[src/hdl/chan2_drive_defines.svh]
// register offsets, field positions, reset values and timing figures of the bank
// assumes inclusion by bare name from the two modules, not from the package
`ifndef CHAN2_DRIVE_DEFINES_SVH
`define CHAN2_DRIVE_DEFINES_SVH

`define ADDR_CHANNEL2_SETTINGS   8'h05
`define ADDR_DRIVE_SENSE_SELECT  8'h06
`define RST_CHANNEL2_SETTINGS    8'h00
`define RST_DRIVE_SENSE_SELECT   8'h00

`define CH2_PD_BIT        7
`define CH2_GAIN_MSB      6
`define CH2_GAIN_LSB      4
`define CH2_MUX_MSB       3
`define CH2_MUX_LSB       0
`define DRV_CHOP_MSB      7
`define DRV_CHOP_LSB      6
`define DRV_BUF_BIT       5
`define DRV_LOFF_BIT      4
`define DRV_CH2N_BIT      3
`define DRV_CH2P_BIT      2
`define DRV_CH1N_BIT      1
`define DRV_CH1P_BIT      0

// modulator divide ratios, as divider counter terminal values (ratio - 1)
`define MOD_DIV4_LAST     4'h3
`define MOD_DIV16_LAST    4'hF
// chop divide ratios of the modulator rate, as terminal values
`define CHOP_DIV16_LAST   4'hF
`define CHOP_DIV2_LAST    4'h1
`define CHOP_DIV4_LAST    4'h3

`endif

[src/hdl/chan2_drive_pkg.sv]
// types shared by the channel-two and drive sense register bank
// assumes the defines header sits beside it
package chan2_drive_pkg;

    // amplifier gain codes of channel two
    typedef enum logic [2:0] {
        GAIN_6  = 3'h0,
        GAIN_1  = 3'h1,
        GAIN_2  = 3'h2,
        GAIN_3  = 3'h3,
        GAIN_4  = 3'h4,
        GAIN_8  = 3'h5,
        GAIN_12 = 3'h6,
        GAIN_RSV = 3'h7
    } gain_code_e;

    // input selections of channel two
    typedef enum logic [3:0] {
        IN_NORMAL       = 4'h0,
        IN_SHORTED      = 4'h1,
        IN_DRIVE_MEAS   = 4'h2,
        IN_HALF_SUPPLY  = 4'h3,
        IN_TEMP         = 4'h4,
        IN_TEST         = 4'h5,
        IN_POS_TO_DRIVE = 4'h6,
        IN_NEG_TO_DRIVE = 4'h7,
        IN_BOTH_TO_DRIVE = 4'h8,
        IN_THIRD_PAIR   = 4'h9
    } input_sel_e;

    // chop frequency selections
    typedef enum logic [1:0] {
        CHOP_DIV16 = 2'h0,
        CHOP_RSV   = 2'h1,
        CHOP_DIV2  = 2'h2,
        CHOP_DIV4  = 2'h3
    } chop_sel_e;

    // divider states
    typedef enum logic [0:0] {
        DIV_IDLE = 1'b0,
        DIV_RUN  = 1'b1
    } div_state_e;

endpackage

[src/hdl/chop_divider.sv]
// two-stage divider: input clock to modulator rate, modulator rate to chop rate
// assumes one system clock; outputs are one-cycle enable pulses
`timescale 1ns/1ps
`include "chan2_drive_defines.svh"

module chop_divider
    import chan2_drive_pkg::*;
(
    input  wire logic       i_clk_sys,
    input  wire logic       i_rst,
    input  wire logic       i_run,
    input  wire logic       i_mod_div16,
    input  wire logic [1:0] i_chop_sel,
    output logic            o_mod_tick,
    output logic            o_chop_tick
);

    typedef struct packed {
        div_state_e state;
        logic [3:0] mod_cnt;
        logic [3:0] chop_cnt;
        logic       mod_tick;
        logic       chop_tick;
    } div_s;

    div_s div_r;
    div_s div_nxt;

    // =====================================================================
    // next state
    // =====================================================================
    always_comb begin
        logic [3:0] mod_last;
        logic [3:0] chop_last;
        mod_last  = i_mod_div16 ? `MOD_DIV16_LAST : `MOD_DIV4_LAST;
        chop_last = `CHOP_DIV16_LAST;
        case (chop_sel_e'(i_chop_sel))
            CHOP_DIV2: chop_last = `CHOP_DIV2_LAST;
            CHOP_DIV4: chop_last = `CHOP_DIV4_LAST;
            default:   chop_last = `CHOP_DIV16_LAST; // reserved code falls back
        endcase
        div_nxt           = div_r;
        div_nxt.mod_tick  = 1'b0;
        div_nxt.chop_tick = 1'b0;
        case (div_r.state)
            DIV_IDLE: begin
                div_nxt.mod_cnt  = 4'h0;
                div_nxt.chop_cnt = 4'h0;
                if (i_run) begin
                    div_nxt.state = DIV_RUN;
                end
            end
            DIV_RUN: begin
                if (!i_run) begin
                    div_nxt.state = DIV_IDLE;
                end else if (div_r.mod_cnt >= mod_last) begin
                    // >= so a ratio change mid-count never overruns
                    div_nxt.mod_cnt  = 4'h0;
                    div_nxt.mod_tick = 1'b1;
                    if (div_r.chop_cnt >= chop_last) begin
                        div_nxt.chop_cnt  = 4'h0;
                        div_nxt.chop_tick = 1'b1;
                    end else begin
                        div_nxt.chop_cnt = div_r.chop_cnt + 4'h1;
                    end
                end else begin
                    div_nxt.mod_cnt = div_r.mod_cnt + 4'h1;
                end
            end
            default: begin
                div_nxt.state = DIV_IDLE;
            end
        endcase
    end

    // state register
    always_ff @(posedge i_clk_sys) begin
        if (i_rst) begin
            div_r <= '0;
        end else begin
            div_r <= div_nxt;
        end
    end

    assign o_mod_tick  = div_r.mod_tick;
    assign o_chop_tick = div_r.chop_tick;

endmodule

[src/hdl/chan2_drive_sense_regs.sv]
// channel-two settings and drive sense selection register bank
// assumes a plain register port from the serial engine, one system clock
// Operation
// - 0x05 and 0x06, eight-bit, read/write
// - bit 7 powers channel two down
// - bits 6:4 pick channel-two gain
// - bits 3:0 pick channel-two input
// - 1001 third pair; 1010 reserved
// - bits 7:6 pick chop divide ratio
// - bit 5 powers drive buffer
// - bit 4 enables drive lead-off sensing
// - bits 3:0 feed inputs to drive
// - modulator clock is input/4 or /16
`timescale 1ns/1ps
`include "chan2_drive_defines.svh"

module chan2_drive_sense_regs
    import chan2_drive_pkg::*;
(
    input  wire logic       i_clk_sys,
    input  wire logic       i_rst,
    input  wire logic [7:0] i_addr,
    input  wire logic [7:0] i_wdata,
    input  wire logic       i_wr,
    input  wire logic       i_rd,
    output logic [7:0]      o_rdata,
    input  wire logic       i_mod_div16,
    output logic            o_ch2_power_down,
    output logic            o_ch2_active,
    output logic [2:0]      o_ch2_gain_code,
    output logic [3:0]      o_ch2_gain_value,
    output logic [3:0]      o_ch2_input_select,
    output logic            o_ch2_normal_input,
    output logic            o_ch2_inputs_shorted,
    output logic            o_drive_measurement_input,
    output logic            o_ch2_half_supply,
    output logic            o_ch2_temp_sensor,
    output logic            o_ch2_test_signal,
    output logic            o_pos_to_drive_input,
    output logic            o_neg_to_drive_input,
    output logic            o_third_pair_positive,
    output logic            o_third_pair_negative,
    output logic [1:0]      o_chop_select,
    output logic            o_mod_tick,
    output logic            o_chop_tick,
    output logic            o_drive_buffer_power,
    output logic            o_drive_leadoff_sense_en,
    output logic            o_ch2_neg_to_drive,
    output logic            o_ch2_pos_to_drive,
    output logic            o_ch1_neg_to_drive,
    output logic            o_ch1_pos_to_drive
);

    // =====================================================================
    // state
    // =====================================================================
    typedef struct packed {
        logic [7:0] channel2_settings;
        logic [7:0] drive_sense_select;
        logic [7:0] rdata;
        logic [3:0] gain_value;
        logic [9:0] route;
    } bank_s;

    bank_s bank_r;
    bank_s bank_nxt;

    // gain code to amplifier gain; the unused code reads as zero gain
    function automatic logic [3:0] gain_of(input logic [2:0] code);
        case (gain_code_e'(code))
            GAIN_6:  gain_of = 4'h6;
            GAIN_1:  gain_of = 4'h1;
            GAIN_2:  gain_of = 4'h2;
            GAIN_3:  gain_of = 4'h3;
            GAIN_4:  gain_of = 4'h4;
            GAIN_8:  gain_of = 4'h8;
            GAIN_12: gain_of = 4'hC;
            default: gain_of = 4'h0;
        endcase
    endfunction

    // input code to switch set, one switch for each of codes 0 to 7, two for codes 8 and 9:
    // {normal,short,meas,half,temp,test,pos_drv,neg_drv,third_p,third_n}
    function automatic logic [9:0] route_of(input logic [3:0] code);
        case (input_sel_e'(code))
            IN_NORMAL:        route_of = 10'h200;
            IN_SHORTED:       route_of = 10'h100;
            IN_DRIVE_MEAS:    route_of = 10'h080;
            IN_HALF_SUPPLY:   route_of = 10'h040;
            IN_TEMP:          route_of = 10'h020;
            IN_TEST:          route_of = 10'h010;
            IN_POS_TO_DRIVE:  route_of = 10'h008;
            IN_NEG_TO_DRIVE:  route_of = 10'h004;
            IN_BOTH_TO_DRIVE: route_of = 10'h00C;
            IN_THIRD_PAIR:    route_of = 10'h003;
            // reserved and undefined codes open every switch
            default:          route_of = 10'h000;
        endcase
    endfunction

    // =====================================================================
    // register access and decoding
    // =====================================================================
    always_comb begin
        bank_nxt       = bank_r;
        bank_nxt.rdata = 8'h00;
        if (i_wr) begin
            case (i_addr)
                `ADDR_CHANNEL2_SETTINGS:  bank_nxt.channel2_settings  = i_wdata;
                `ADDR_DRIVE_SENSE_SELECT: bank_nxt.drive_sense_select = i_wdata;
                default: ;
            endcase
        end
        if (i_rd) begin
            case (i_addr)
                `ADDR_CHANNEL2_SETTINGS:  bank_nxt.rdata = bank_r.channel2_settings;
                `ADDR_DRIVE_SENSE_SELECT: bank_nxt.rdata = bank_r.drive_sense_select;
                default:                  bank_nxt.rdata = 8'h00;
            endcase
        end
        // gain decode, follows the stored code one cycle later
        bank_nxt.gain_value = gain_of(
            bank_r.channel2_settings[`CH2_GAIN_MSB:`CH2_GAIN_LSB]);
        bank_nxt.route = route_of(bank_r.channel2_settings[`CH2_MUX_MSB:`CH2_MUX_LSB]);
    end

    always_ff @(posedge i_clk_sys) begin
        if (i_rst) begin
            bank_r                    <= '0;
            bank_r.channel2_settings  <= `RST_CHANNEL2_SETTINGS;
            bank_r.drive_sense_select <= `RST_DRIVE_SENSE_SELECT;
            bank_r.route              <= 10'h200;
            bank_r.gain_value         <= 4'h6;
        end else begin
            bank_r <= bank_nxt;
        end
    end

    // =====================================================================
    // channel-two controls
    // =====================================================================
    assign o_rdata = bank_r.rdata;
    assign o_ch2_power_down = bank_r.channel2_settings[`CH2_PD_BIT];
    assign o_ch2_active     = ~bank_r.channel2_settings[`CH2_PD_BIT];
    assign o_ch2_gain_code  = bank_r.channel2_settings[`CH2_GAIN_MSB:`CH2_GAIN_LSB];
    assign o_ch2_gain_value = bank_r.gain_value;
    assign o_ch2_input_select = bank_r.channel2_settings[`CH2_MUX_MSB:`CH2_MUX_LSB];

    // switch controls, two closed for codes 8 and 9; software is expected to short inputs on power-down
    assign o_ch2_normal_input        = bank_r.route[9];
    assign o_ch2_inputs_shorted      = bank_r.route[8];
    assign o_drive_measurement_input = bank_r.route[7];
    assign o_ch2_half_supply         = bank_r.route[6];
    assign o_ch2_temp_sensor         = bank_r.route[5];
    assign o_ch2_test_signal         = bank_r.route[4];
    assign o_pos_to_drive_input      = bank_r.route[3];
    assign o_neg_to_drive_input      = bank_r.route[2];
    assign o_third_pair_positive     = bank_r.route[1];
    assign o_third_pair_negative     = bank_r.route[0];

    // =====================================================================
    // drive sense controls
    // =====================================================================
    assign o_chop_select = bank_r.drive_sense_select[`DRV_CHOP_MSB:`DRV_CHOP_LSB];
    assign o_drive_buffer_power     = bank_r.drive_sense_select[`DRV_BUF_BIT];
    assign o_drive_leadoff_sense_en = bank_r.drive_sense_select[`DRV_LOFF_BIT];
    assign o_ch2_neg_to_drive = bank_r.drive_sense_select[`DRV_CH2N_BIT];
    assign o_ch2_pos_to_drive = bank_r.drive_sense_select[`DRV_CH2P_BIT];
    assign o_ch1_neg_to_drive = bank_r.drive_sense_select[`DRV_CH1N_BIT];
    assign o_ch1_pos_to_drive = bank_r.drive_sense_select[`DRV_CH1P_BIT];

    // chop and modulator dividers; they halt while channel two sleeps
    chop_divider u_chop_divider (
        .i_clk_sys   (i_clk_sys),
        .i_rst       (i_rst),
        .i_run       (o_ch2_active),
        .i_mod_div16 (i_mod_div16),
        .i_chop_sel  (o_chop_select),
        .o_mod_tick  (o_mod_tick),
        .o_chop_tick (o_chop_tick)
    );

endmodule

[config.mk]
export PLATFORM = sky130hd
export DESIGN_NAME = chan2_drive_sense_regs
export DESIGN_NICKNAME = d
export VERILOG_FILES = /design/src/hdl/chan2_drive_pkg.sv /design/src/hdl/chop_divider.sv /design/src/hdl/chan2_drive_sense_regs.sv
export VERILOG_INCLUDE_DIRS = /design/src /design/src/hdl
export SDC_FILE = /design/constraint.sdc
export NUM_CORES = 1
export LEC_CHECK = 0
export BUFFER_PORTS_ARGS = -buffer_cell sky130_fd_sc_hd__buf_4
export CAP_MARGIN = 20
export CORE_UTILIZATION = 23
export CTS_CLUSTER_DIAMETER = 120
export DETAILED_ROUTE_END_ITERATION = 16
export PLACE_DENSITY = 0.43
export SLEW_MARGIN = 0
export SYNTH_ARGS = -nofsm -noshare
export SYNTH_HDL_FRONTEND = slang
export SYNTH_SLANG_ARGS = --single-unit
[constraint.sdc]
create_clock -name i_clk_sys -period 1.9 [get_ports i_clk_sys]
set_clock_uncertainty 0.05 [all_clocks]
set_input_delay 0.19 -clock i_clk_sys [delete_from_list [all_inputs] [get_ports i_clk_sys]]
set_output_delay 0.19 -clock i_clk_sys [all_outputs]
set_load 0.005 [all_outputs]
# --- Word level (Yosys, flattened, before mapping) ---
# Memories as Yosys holds them, arrays and structs flattened. A register that Yosys moved wholly into a read port is not among the register bits.
# Cells that the tools add are included.
classes:
  add_sub_neg: 2
  order_cmp: 2
  eq_ne: 12
  n_mux: 11
  bitwise_logic: 4
  n_reduce_logical: 7
ops:
  columns: ["cell", "n"]
  rows:
  - ["one-hot mux 4 bit (7 select lines)", 1]
  - ["one-hot mux 9 bit (2 select lines)", 1]
  - ["== test 8 x 3 -> 1 bit, second input constant", 2]
  - ["one-hot mux 8 bit (2 select lines)", 1]
  - ["2-to-1 mux 4 bit", 3]
  - ["2-to-1 mux 10 bit", 1]
  - ["== test 3 bit, second input constant", 3]
  - ["adder 4 x 1 -> 4 bit, second input constant", 2]
  - ["greater-or-equal comparator 4 bit", 2]
  - ["one-hot mux 4 bit (2 select lines)", 1]
  - ["== test 3 x 2 -> 1 bit, second input constant", 2]
  - ["2-to-1 mux 6 bit", 1]
  - ["AND reduction 2 bit", 3]
  - ["== test 2 bit, second input constant", 2]
  - ["inequality test 2 bit, second input constant", 2]
  - ["NOT 1 bit", 4]
  - ["OR reduction 4 bit", 1]
  - ["== test 3 x 1 -> 1 bit, second input constant", 1]
  - ["zero test 3 bit", 1]
  - ["OR reduction 3 bit", 1]
  - ["2-to-1 mux 1 bit", 2]
  - ["OR reduction 2 bit", 1]
word_totals:
  ff_bits: 39
  rom_bits: 160
  input_bits: 21
  out_inout_bits: 41
  elab_cells: 48
  memories: 1
memory_table:
  columns: ["memory", "words", "width", "read_ports", "rd_clocked_by_memory_dff", "write_ports", "line_no", "rtl"]
  rows:
  - ["(no name shown)", 16, 10, 1, 1, 0, "chan2_drive_sense_regs.sv:85", "case (input_sel_e'(code))"]

# --- Longest topological paths before layout ---
# Gate-level depths: netlist of the first run.
depth:
  depth_word: 7
  depth_mapped: 7
  depth_no_buf: 6

# --- Hierarchy ---
# A second synthesis of the first run with hierarchy kept.
unflattened:
  hier_cells: 205
  hier_area_um2: 1956.9
modules_own_cells:
  columns: ["mod", "instances", "cells_per_inst", "area_per_inst_um2", "seq_area_each_um2"]
  rows:
  - ["chan2_drive_sense_regs", 1, 138, 1353.8, 740.7]
  - ["chop_divider", 1, 67, 603.1, 220.2]

# --- Least setup slack after synthesis of the first run ---
# OpenSTA, ideal clock, no wires.
synth_path:
  path_kind: "flip-flop to flip-flop"
  start: "register bank_r (netlist bit o_chop_select[1])"
  end: "register u_chop_divider.div_r[4] (netlist bit)"
  setup_ns: 0.074
  arrival_ns: 1.652
  required_ns: 1.776
  path_slack_ns: 0.124
  stages_incl_launch_ff: 7
  n_path_buf: 0
  synth_period_minus_slack_ns: 1.776
  path_cell_list: "dfxtp_1 -> nor2b_1 -> ha_1 -> a211o_1 -> a21oi_1 -> nand4b_1 -> a31oi_1"
synth_between:
  elab_chain_cells: 7
  word_cells_on_any_way: 8
  classes_between: "1 x order compare; 2 x eq/ne; 5 x mux"
synth_rtl:
  columns: ["element", "line_no", "rtl"]
  rows:
  - ["from (decl)", "chan2_drive_sense_regs.sv:65", "bank_s bank_r;"]
  - ["from (signal assigned)", "chan2_drive_sense_regs.sv:135", "bank_r <= bank_nxt;"]
  - ["== test 2 bit", "chop_divider.sv:37", "case (chop_sel_e'(i_chop_sel))"]
  - ["one-hot mux 4 bit (2 select lines) (*)", "chop_divider.sv:37", null]
  - ["greater-or-equal comparator 4 bit (*)", "chop_divider.sv:60", "if (div_r.chop_cnt >= chop_last) begin"]
  - ["2-to-1 mux 4 bit (*)", "chop_divider.sv:60", null]
  - ["2-to-1 mux 6 bit (*)", "chop_divider.sv:56", "end else if (div_r.mod_cnt >= mod_last) begin"]
  - ["2-to-1 mux 10 bit (*)", "chop_divider.sv:54", "if (!i_run) begin"]
  - ["one-hot mux 9 bit (2 select lines) (*)", "chop_divider.sv:45", "case (div_r.state)"]
  - ["to (signal assigned)", "chop_divider.sv:81", "div_r <= div_nxt;"]
  - ["to (decl)", "chop_divider.sv:26", "div_s div_r;"]
# Every way passes the cells marked *; elsewhere a longest branch is shown, timed or not. The select of a mux whose other input is x is not followed.
# A chain may end at the register's enable or synchronous reset.

# --- Final worst setup path of the first run ---
# Same ends and word-level chain as after synthesis.

==> results of run 1 <==
[state kept, by name (all words and copies together), names as in the netlist, 2 cells and up]
register and cells:
o_rdata 8, o_ch2_gain_value 4, o_ch2_gain_code 3, o_ch2_input_select 4, u_chop_divider.div_r 9, o_chop_select 2
[cells by family after synthesis]
kind of cell,Yosys count,share of synthesized area (%)
DFF,48,49.7
and+or+nand+nor,78,24.0
AOI/OAI and AO/OA,28,10.1
xor gates and xnor gates,1,0.453
muxes,16,8.29
buffers and inverters,14,2.91
adders and majority gates,7,4.53
[per-layer routing]
metal / wire length, um / up-vias / global-route usage [%]
met5: 0 / - / 0
met4: 67 / 0 / 3.46
met3: 259 / 5 / 3.32
met2: 2050 / 45 / 17.6
met1: 2310 / 711 / 14.7
li1: - / 800 / -
[layout make-up]
type,instances,share of cell area (%)
clock buffer,5,2.58
clock inverter,3,2.58
timing repair buffer,68,19.1
multi-input combinational,130,34.3
tap,105,4.92
inverter,3,0.422
sequential,48,36.1
[power groups by stage]
stage / Sequential [mW] / Clock [mW] / Combinational [mW]
6_report: 1.01 / 0.886 / 0.0828
2_1_floorplan: 1.03 / 0 / 0.0330
5_1_grt: 1.01 / 0.965 / 0.0905
4_1_cts: 1.01 / 0.920 / 0.0851
3_5_place_dp: 1.04 / 0 / 0.0847
3_3_place_gp: 1.04 / 0 / 0.0850
[final timing paths]
kind,depth (start not counted),slack [ns],end
setup / recovery,7,0.17,u_chop_divider.div_r[4]$_SDFFE_PP0P_
hold / removal,3,0.08,o_drive_leadoff_sense_en$_SDFFE_PP0P_
setup reg to reg,7,0.17,u_chop_divider.div_r[4]$_SDFFE_PP0P_
hold reg to reg,2,0.43,u_chop_divider.div_r[7]$_SDFFE_PP0P_
[critical path, cell delays in order, from the launching register on]
cell and delay, ns:
dfxtp_2 0.36, nor2b_1 0.13, ha_1 0.28, a211o_1 0.28
a21oi_1 0.13, buf_4 0.16, nand4b_1 0.09, a31oi_1 0.17
[cell usage in the layout (no fill, tap or decap), drive strengths merged]
cell type / n
a21oi: 8
xor2: 1
dfxtp: 48
a211oi: 2
inv: 4
bufinv: 2
o41ai: 1
a211o: 1
a22o: 8
ha: 7
mux2i: 16
buf: 68
nand4: 3
and4: 1
and3: 2
nor4: 1
or2: 1
clkbuf: 5
or3: 1
nand4b: 2
nor2b: 6
or4b: 1
nand2: 11
o21ai: 5
nor3: 5
a31oi: 2
nand3: 7
o21a: 1
nor4b: 2
nand3b: 2
nor3b: 3
nor2: 28
nand2b: 2
[through the flow]
step	std cells	power (mW)
floorplan	192	1.07
global placement	354	1.12
detailed placement	354	1.12
CTS	362	2.02
global route	362	2.07
finish	362	1.98
==> out/results.tsv, run 1 <==
stage	metric	value	unit
clocking	post-CTS resize count	0	
setup_path	r2r startpoint	o_chop_select[1]$_SDFFE_PP0P_	
global_route	largest net degree at the start of global routing	17	
sta	Final WS setup	0.170	ns
setup_path	crit-path max FO	7	
clocking	root buf cell	clkbuf_8	
clocking	Clock Tree Buf Depth	2	
global_route	initial antenna violation count	0	
drt	DRT iter0 DRCs	33	
power	switching pwr	0.400	mW
sta	Fmax achieved	578	MHz
global_route	vias in the first global route	1506	
power	switching share of total power	20.2	%
clocking	TritonCTS clock tree	done	
sta	Final Hold Vio Count	0	
floorplanning	Die Span X	93.7	um
synthesis	Top FF cell, synth	dfxtp_1	
synthesis	synthesized flop and latch total	48	
layout	Nets	284	
drt	vias	1561	
layout	layout cells sized above 1	35.4	%
setup_path	Worst Path Required	2.07	ns
placement	RePlAce Congestion	0.728	
drt	Pre-antenna DRT Iters	4	
global_route	GRT overflow	0	
power	Pint	1.58	mW
floorplanning	CORE AREA	8180	um^2
power	PwrDens	743	nW/um^2
setup_path	crit start category	flop	
power	logic gate share of total power	4.2	%
floorplanning	IO Pins	62	
setup_path	Arr. time, crit path	1.90	ns
synthesis	synth warn	0	
synthesis	Cell Area, Synth	1930	um^2
job	Max Cap Viol	0	
power	Clk pwr share	44.7	%
clocking	Reg clk slew, reported paths	0.09	ns
sta	Final Critical Period	1.73	ns
drt	WL per Instance	13.0	um
drt	# DRC	0	
clocking	H-tree depth	2	
global_route	GRT Overall Usage	11.2	%
layout	register area	962	um^2
power	Peak supply drop	0.289	mV
sta	final worst path period share	91.1	%
global_route	first-pass GRT wire length	7480	um
floorplanning	die area	8770	um^2
sta	Setup-failing EPs final	0	
sta	Rel. slew slack	67.4	%
synthesis	Mean Syn Cell Area	10.1	um^2
layout	Design Area, Final	2670	um^2
power	Seq pwr share	51.1	%
min_path	hold_sp	i_wdata[4]	
floorplanning	Die H	93.7	um
clocking	TritonCTS buffer count	5	
placement	placed inst area	2530	um^2
drt	Routed Antenna Nets	0	
layout	Ant. Diodes	0	
floorplanning	FP Rows	33	
drt	via/cell ratio	4.31	
layout	Multi-input gate area	915	um^2
sta	Setup TNS Final	0	ns
sta	max-slew violation count	0	
synthesis	area leader, netlist	dfxtp_1	
setup_path	Crit. Startpoint	o_chop_select[1]$_SDFFE_PP0P_	
synthesis	Unique masters post-synth	36	
layout	Area growth syn-to-layout	38.1	%
layout	Fill cells	891	
placement	Port Buffers	61	
sta	worst slew pin tran	0.486	ns
status	status	finished, final reports clean	
synthesis	commonest cells in the netlist	dfxtp_1, nor2_1, mux2i_1	
clocking	CTS sink count	48	
synthesis	count leader, synth	dfxtp_1	
synthesis	Synth area leaders	dfxtp_1, mux2i_1, nor2_1	
drt	WL final	4690	um
power	Static Leakage	1.28	nW
setup_path	WS Path Type	flop to flop	
placement	Setup WS pre-CTS	0.0834	ns
synthesis	Syn Nets	220	
synthesis	register area share after synthesis	49.7	%
min_path	HP Class	input pin to flop	
synthesis	share of flip-flops with an asynchronous set or reset	0	%
synthesis	Post-Syn Instances	192	
synthesis	top cell type's share of synthesized area	49.7	%
floorplanning	Initial Util	23.6	%
layout	Finished Core Util	32.6	%
clocking	Post-CTS Setup Bufs	0	
sta	unrepaired setup endpoints after global routing	no	
sta	worst hold slack	0.0765	ns
synthesis	count of flip-flops with a built-in enable after synthesis	0	
placement	detailed placement HPWL	3410	um
clocking	CTS Hold Bufs	0	
clocking	worst skew pair latency	0.30	ns
setup_path	Critical Path End Type	flop	
Note: power is estimated with default switching activity, not from simulation.
==> inputs of run 2 (changes only) <==
--- a/config.mk
+++ b/config.mk
@@ -7,11 +7,11 @@
 export NUM_CORES = 1
 export LEC_CHECK = 0
 export BUFFER_PORTS_ARGS = -buffer_cell sky130_fd_sc_hd__buf_4
-export CAP_MARGIN = 20
-export CORE_UTILIZATION = 23
+export CAP_MARGIN = 5
+export CORE_UTILIZATION = 50
 export CTS_CLUSTER_DIAMETER = 120
 export DETAILED_ROUTE_END_ITERATION = 16
-export PLACE_DENSITY = 0.43
+export PLACE_DENSITY = 0.8
 export SLEW_MARGIN = 0
 export SYNTH_ARGS = -nofsm -noshare
 export SYNTH_HDL_FRONTEND = slang
==> run 2 against run 1 <==
- core utilization rose by 36 points
- die area fell by 53%
- register-to-register slack got worse by 0.03 ns
- sequential power barely moved
- final area fell by 5.4%
- total power fell by 14%
- non-clock buffer count fell by 4
- worst setup slack got worse by 0.031 ns
- cell count fell by 17%
- clock power fell by 31%
- first-iteration DRC count rose by 76%
- wire length fell by 19%
- largest power group unchanged
==> out/results.tsv, run 2 (same netlist as run 1, synthesis figures left out) <==
stage	metric	value	unit
sta	final worst path period share	92.7	%
sta	worst slew pin tran	0.441	ns
sta	max-slew violation count	0	
sta	Setup-failing EPs final	0	
placement	detailed placement HPWL	2800	um
global_route	first-pass GRT wire length	6290	um
placement	RePlAce Congestion	0.742	
layout	most frequent cells in the layout	buf_4, dfxtp_1, nor2_1	
power	Peak supply drop	0.439	mV
sta	worst hold slack	0.0813	ns
power	Static Leakage	1.24	nW
sta	Setup TNS Final	0	ns
clocking	Reg clk slew, reported paths	0.09	ns
setup_path	Critical Path End Type	flop	
sta	Final Critical Period	1.76	ns
floorplanning	Die Span X	64.2	um
clocking	CTS sink count	48	
sta	Rel. slew slack	70.4	%
clocking	root buf cell	clkbuf_8	
drt	WL final	3810	um
layout	Biggest register	u_chop_divider.div_r	
layout	Area growth syn-to-layout	30.6	%
drt	via/cell ratio	5.15	
setup_path	Worst Path Required	2.07	ns
sta	Final Hold Vio Count	0	
drt	# DRC	0	
clocking	H-tree depth	2	
floorplanning	Initial Util	52.4	%
floorplanning	FP Rows	22	
floorplanning	die area	4120	um^2
clocking	TritonCTS buffer count	5	
drt	vias	1549	
placement	Port Buffers	61	
global_route	vias in the first global route	1431	
setup_path	WS Path Type	flop to flop	
clocking	CTS Hold Bufs	0	
clocking	TritonCTS clock tree	done	
drt	DRT iter0 DRCs	58	
status	status	finished, final reports clean	
global_route	largest net degree at the start of global routing	26	
layout	Finished Core Util	68.4	%
clocking	Clock Tree Buf Depth	2	
job	Max Cap Viol	0	
floorplanning	CORE AREA	3690	um^2
setup_path	Arr. time, crit path	1.93	ns
layout	Nets	280	
floorplanning	Die H	64.2	um
global_route	GRT overflow	0	
layout	commonest non-fill, non-tap cell in the layout	buf_4	
clocking	worst skew pair latency	0.29	ns
power	Final Power	1.70	mW
global_route	GRT Overall Usage	19.9	%
setup_path	crit-path max FO	7	
setup_path	crit start category	flop	
global_route	initial antenna violation count	0	
floorplanning	IO Pins	62	
drt	Routed Antenna Nets	0	
sta	unrepaired setup endpoints after global routing	no	
layout	layout cells sized above 1	34.0	%
layout	Fill cells	333	
drt	Pre-antenna DRT Iters	4	
power	PwrDens	675	nW/um^2
sta	Fmax achieved	568	MHz
layout	max FFs per register	9	
layout	Ant. Diodes	0	
min_path	HP Class	input pin to flop	
clocking	Post-CTS Setup Bufs	0	
drt	WL per Instance	12.6	um
-- run 2: changes by cell type in the layout (fill, tap and decap cells not counted) --
cell | previous run | this run
buf_4 | 68 | 64
bufinv_16 | 2 | 0
clkbuf_1 | 0 | 1
clkbuf_8 | 5 | 6
clkinvlp_4 | 0 | 1
inv_6 | 1 | 0
-- run 2: cell type report --
class / count / area (um^2) / share of cell area [%]
clock buffer: 7 / 86.3 / 3.42
clock inverter: 1 / 7.51 / 0.298
inverter: 3 / 11.3 / 0.446
multi-input combinational: 130 / 915 / 36.3
sequential: 48 / 962 / 38.1
tap: 48 / 60.1 / 2.38
timing repair buffer: 64 / 480 / 19.0
-- run 2: per-layer routing --
| layer | GRT usage (%) | vias up | share of wire [%] |
|---|---|---|---|
| met5 | 0 | - | 0 |
| met4 | 7.50 | 0 | 1.1 |
| met3 | 6.25 | 4 | 6.4 |
| met2 | 33.9 | 49 | 47 |
| met1 | 23.4 | 700 | 45 |
| li1 | - | 796 | - |
-- run 2: metrics by stage --
| stage | instance area [um^2] | setup WS [ns] | cells |
|---|---|---|---|
| 2_1_floorplan | 1930 | 0.124 | 192 |
| 3_3_place_gp | 2430 | 0.194 | 293 |
| 3_5_place_dp | 2430 | 0.0799 | 293 |
| 4_1_cts | 2520 | 0.0727 | 301 |
| 5_1_grt | 2520 | 0.0378 | 301 |
| 6_report | 2520 | 0.139 | 301 |
-- run 2: critical path, stage by stage (launching register included) --
cell      delay [ns]
dfxtp_2         0.38
nor2b_1         0.16
ha_1            0.24
a211o_1         0.29
a21oi_1         0.14
buf_4           0.17
nand4b_1        0.09
a31oi_1         0.16
-- run 2: report_power, final --
group	total, mW	internal, mW	switching (mW)	leakage (nW)
logic	0.0810	0.0426	0.0383	0.804
clock network	0.611	0.296	0.315	0.0445
registers	1.01	1.01	0.00316	0.388
-- run 2: timing repair --
item	CTS	global route
setup endpoints to repair	0	3
resized for setup	0	1
hold endpoints to repair	0	0
-- run 2: worst paths after layout --
kind / startpoint / end / slack [ns] / cells past startpoint
worst max-delay path: o_chop_select[1]$_SDFFE_PP0P_ / u_chop_divider.div_r[4]$_SDFFE_PP0P_ / 0.14 / 7
worst min-delay path: i_wdata[0] / o_ch1_pos_to_drive$_SDFFE_PP0P_ / 0.08 / 3
worst max register to register: o_chop_select[1]$_SDFFE_PP0P_ / u_chop_divider.div_r[4]$_SDFFE_PP0P_ / 0.14 / 7
worst min register to register: u_chop_divider.div_r[7]$_SDFFE_PP0P_ / u_chop_divider.div_r[7]$_SDFFE_PP0P_ / 0.44 / 2
==> inputs of run 3 (changes only) <==
--- a/config.mk
+++ b/config.mk
@@ -11,6 +11,7 @@
 export CORE_UTILIZATION = 50
 export CTS_CLUSTER_DIAMETER = 120
 export DETAILED_ROUTE_END_ITERATION = 16
+export GPL_TIMING_DRIVEN = 0
 export PLACE_DENSITY = 0.8
 export SLEW_MARGIN = 0
 export SYNTH_ARGS = -nofsm -noshare
==> run 3 against run 2 <==
- clock power up 19%
- critical path depth shrank 1
- register-to-register slack gained 0.02 ns
- via count is 4.8% higher
- global-route usage grew 2.0 points
- non-clock buffer count grew 7
- die area unchanged
- total power grew 6.8%
- wire length increased by 7.6%
- count of clock-buffer cells in the layout is 1 lower
- core utilization increased by 1.1 points
- critical endpoint unchanged
- maximum frequency increased by 1.3%
==> out/results.tsv, run 3 (same netlist as run 1, synthesis figures left out) <==
stage	metric	value	unit
status	status	finished, final reports clean	
clocking	Clock Tree Buf Depth	2	
clocking	worst skew pair latency	0.30	ns
layout	Area growth syn-to-layout	32.6	%
floorplanning	Initial Util	52.4	%
power	logic gate share of total power	4.4	%
floorplanning	CORE AREA	3690	um^2
power	Static Leakage	1.25	nW
min_path	Hold Path End	o_chop_select[0]$_SDFFE_PP0P_	
drt	Routed Antenna Nets	0	
setup_path	R2R depth	6	
layout	Finished Core Util	69.5	%
setup_path	r2r startpoint	o_chop_select[1]$_SDFFE_PP0P_	
power	PwrDens	710	nW/um^2
drt	WL final	4100	um
sta	Rel. slew slack	66.8	%
sta	max-slew violation count	0	
layout	register area	962	um^2
min_path	HP Class	input pin to flop	
power	Peak supply drop	0.420	mV
power	switching share of total power	20.9	%
layout	commonest non-fill, non-tap cell in the layout	buf_4	
layout	most frequent cells in the layout	buf_4, dfxtp_1, nor2_1	
sta	Final WS setup	0.161	ns
layout	Biggest register	u_chop_divider.div_r	
sta	worst hold slack	0.0744	ns
floorplanning	die area	4120	um^2
clocking	root buf cell	clkbuf_8	
clocking	TritonCTS buffer count	5	
placement	RePlAce Congestion	0.778	
sta	Fmax achieved	575	MHz
clocking	H-tree depth	2	
floorplanning	IO Pins	62	
layout	Nets	287	
layout	Multi-input gate area	926	um^2
sta	unrepaired setup endpoints after global routing	no	
drt	# DRC	0	
placement	placed inst area	2440	um^2
power	switching pwr	0.380	mW
layout	max FFs per register	9	
drt	DRT iter0 DRCs	51	
sta	Final Critical Period	1.74	ns
setup_path	r2r setup slk	0.16	ns
layout	layout cells sized above 1	32.3	%
placement	Port Buffers	60	
floorplanning	Die H	64.2	um
clocking	Post-CTS Setup Bufs	0	
global_route	initial antenna violation count	0	
setup_path	Critical Path End Type	flop	
global_route	GRT overflow	0	
sta	worst slew pin tran	0.498	ns
layout	Fill cells	316	
sta	Setup-failing EPs final	0	
sta	final worst path period share	91.5	%
drt	via/cell ratio	5.27	
clocking	Reg clk slew, reported paths	0.09	ns
setup_path	crit-path max FO	7	
sta	Final Hold Vio Count	0	
global_route	vias in the first global route	1451	
layout	Design Area, Final	2560	um^2
power	Seq pwr share	55.6	%
placement	Setup WS pre-CTS	-0.0702	ns
clocking	CTS sink count	48	
power	Clk pwr share	40.0	%
clocking	TritonCTS clock tree	done	
drt	vias	1623	
setup_path	Worst R2R End	u_chop_divider.div_r[4]$_SDFFE_PP0P_	
setup_path	crit start category	flop	
job	Max Cap Viol	0	
global_route	largest net degree at the start of global routing	15	
min_path	Hold Path Depth	3	
setup_path	WS Path Type	flop to flop	
min_path	hold_sp	i_wdata[6]	
global_route	GRT Overall Usage	22.0	%
floorplanning	Die Span X	64.2	um
setup_path	Worst Path Required	2.09	ns
global_route	first-pass GRT wire length	6820	um
drt	Pre-antenna DRT Iters	4	
layout	Ant. Diodes	0	
setup_path	Crit. Startpoint	o_chop_select[1]$_SDFFE_PP0P_	
setup_path	Arr. time, crit path	1.93	ns
placement	detailed placement HPWL	2850	um
floorplanning	FP Rows	22	
power	Pint	1.44	mW
drt	WL per Instance	13.3	um
run 3: cell types whose count changed in the layout (fill, tap and decap cells not counted), sizes merged:
cell,delta
buf,-3
bufinv,+1
clkbuf,+9
clkinv,+1
clkinvlp,-1
run 3: worst max-delay path, cell delays in order (launching register included):
cell,delay [ns]
dfxtp_2,0.35
nor2b_1,0.13
ha_1,0.29
a211o_1,0.33
a21oi_4,0.22
nand4b_1,0.13
a31oi_1,0.17
run 3: how the worst max path moves through the flow:
stage	cells after the start	slack (ns)	end
global route	6	0.05	u_chop_divider.div_r[4]$_SDFFE_PP0P_
global placement	6	-0.02	u_chop_divider.div_r[4]$_SDFFE_PP0P_
detailed placement	6	-0.07	u_chop_divider.div_r[4]$_SDFFE_PP0P_
floorplan	6	0.12	u_chop_divider.div_r[4]$_SDFFE_PP0P_
CTS	6	0.05	u_chop_divider.div_r[4]$_SDFFE_PP0P_
finish	6	0.16	u_chop_divider.div_r[4]$_SDFFE_PP0P_
run 3: final cells by class:
cell class | count | share of cell area [%]
sequential | 48 | 37.5
multi-input combinational | 130 | 36.1
buffer | 11 | 1.76
tap | 48 | 2.34
inverter | 3 | 0.439
clock inverter | 2 | 1.37
clock buffer | 6 | 2.83
timing repair buffer | 60 | 17.6
run 3: metrics by stage:
stage | setup TNS, ns | power (mW) | std cells
floorplan | 0 | 1.07 | 192
finish | 0 | 1.82 | 308
detailed placement | -0.163 | 1.12 | 300
global placement | -0.0333 | 1.11 | 300
CTS | 0 | 1.82 | 308
global route | 0 | 1.88 | 308
run 3: power groups by stage:
stage | Clock (mW) | Sequential, mW | Combinational (mW)
final | 0.728 | 1.01 | 0.0804
after global routing | 0.782 | 1.01 | 0.0877
after CTS | 0.731 | 1.01 | 0.0811
after detailed placement | 0 | 1.04 | 0.0803
after global placement | 0 | 1.04 | 0.0783
after floorplan | 0 | 1.03 | 0.0330
run 3: repair_timing:
item | in CTS | in global routing
hold buffers | 0 | 0
endpoints found under the setup margin | 4 | 4
gates resized for setup | 1 | 2
pin swaps | 0 | 0
run 3: routing by layer:
| metal | GRT usage, % | vias up | part of all wire (%) |
|---|---|---|---|
| met2 | 35.1 | 51 | 48 |
| met5 | 0 | - | 0 |
| met1 | 27.5 | 757 | 45 |
| met4 | 9.17 | 0 | 1.6 |
| li1 | - | 809 | - |
| met3 | 6.43 | 6 | 5.9 |
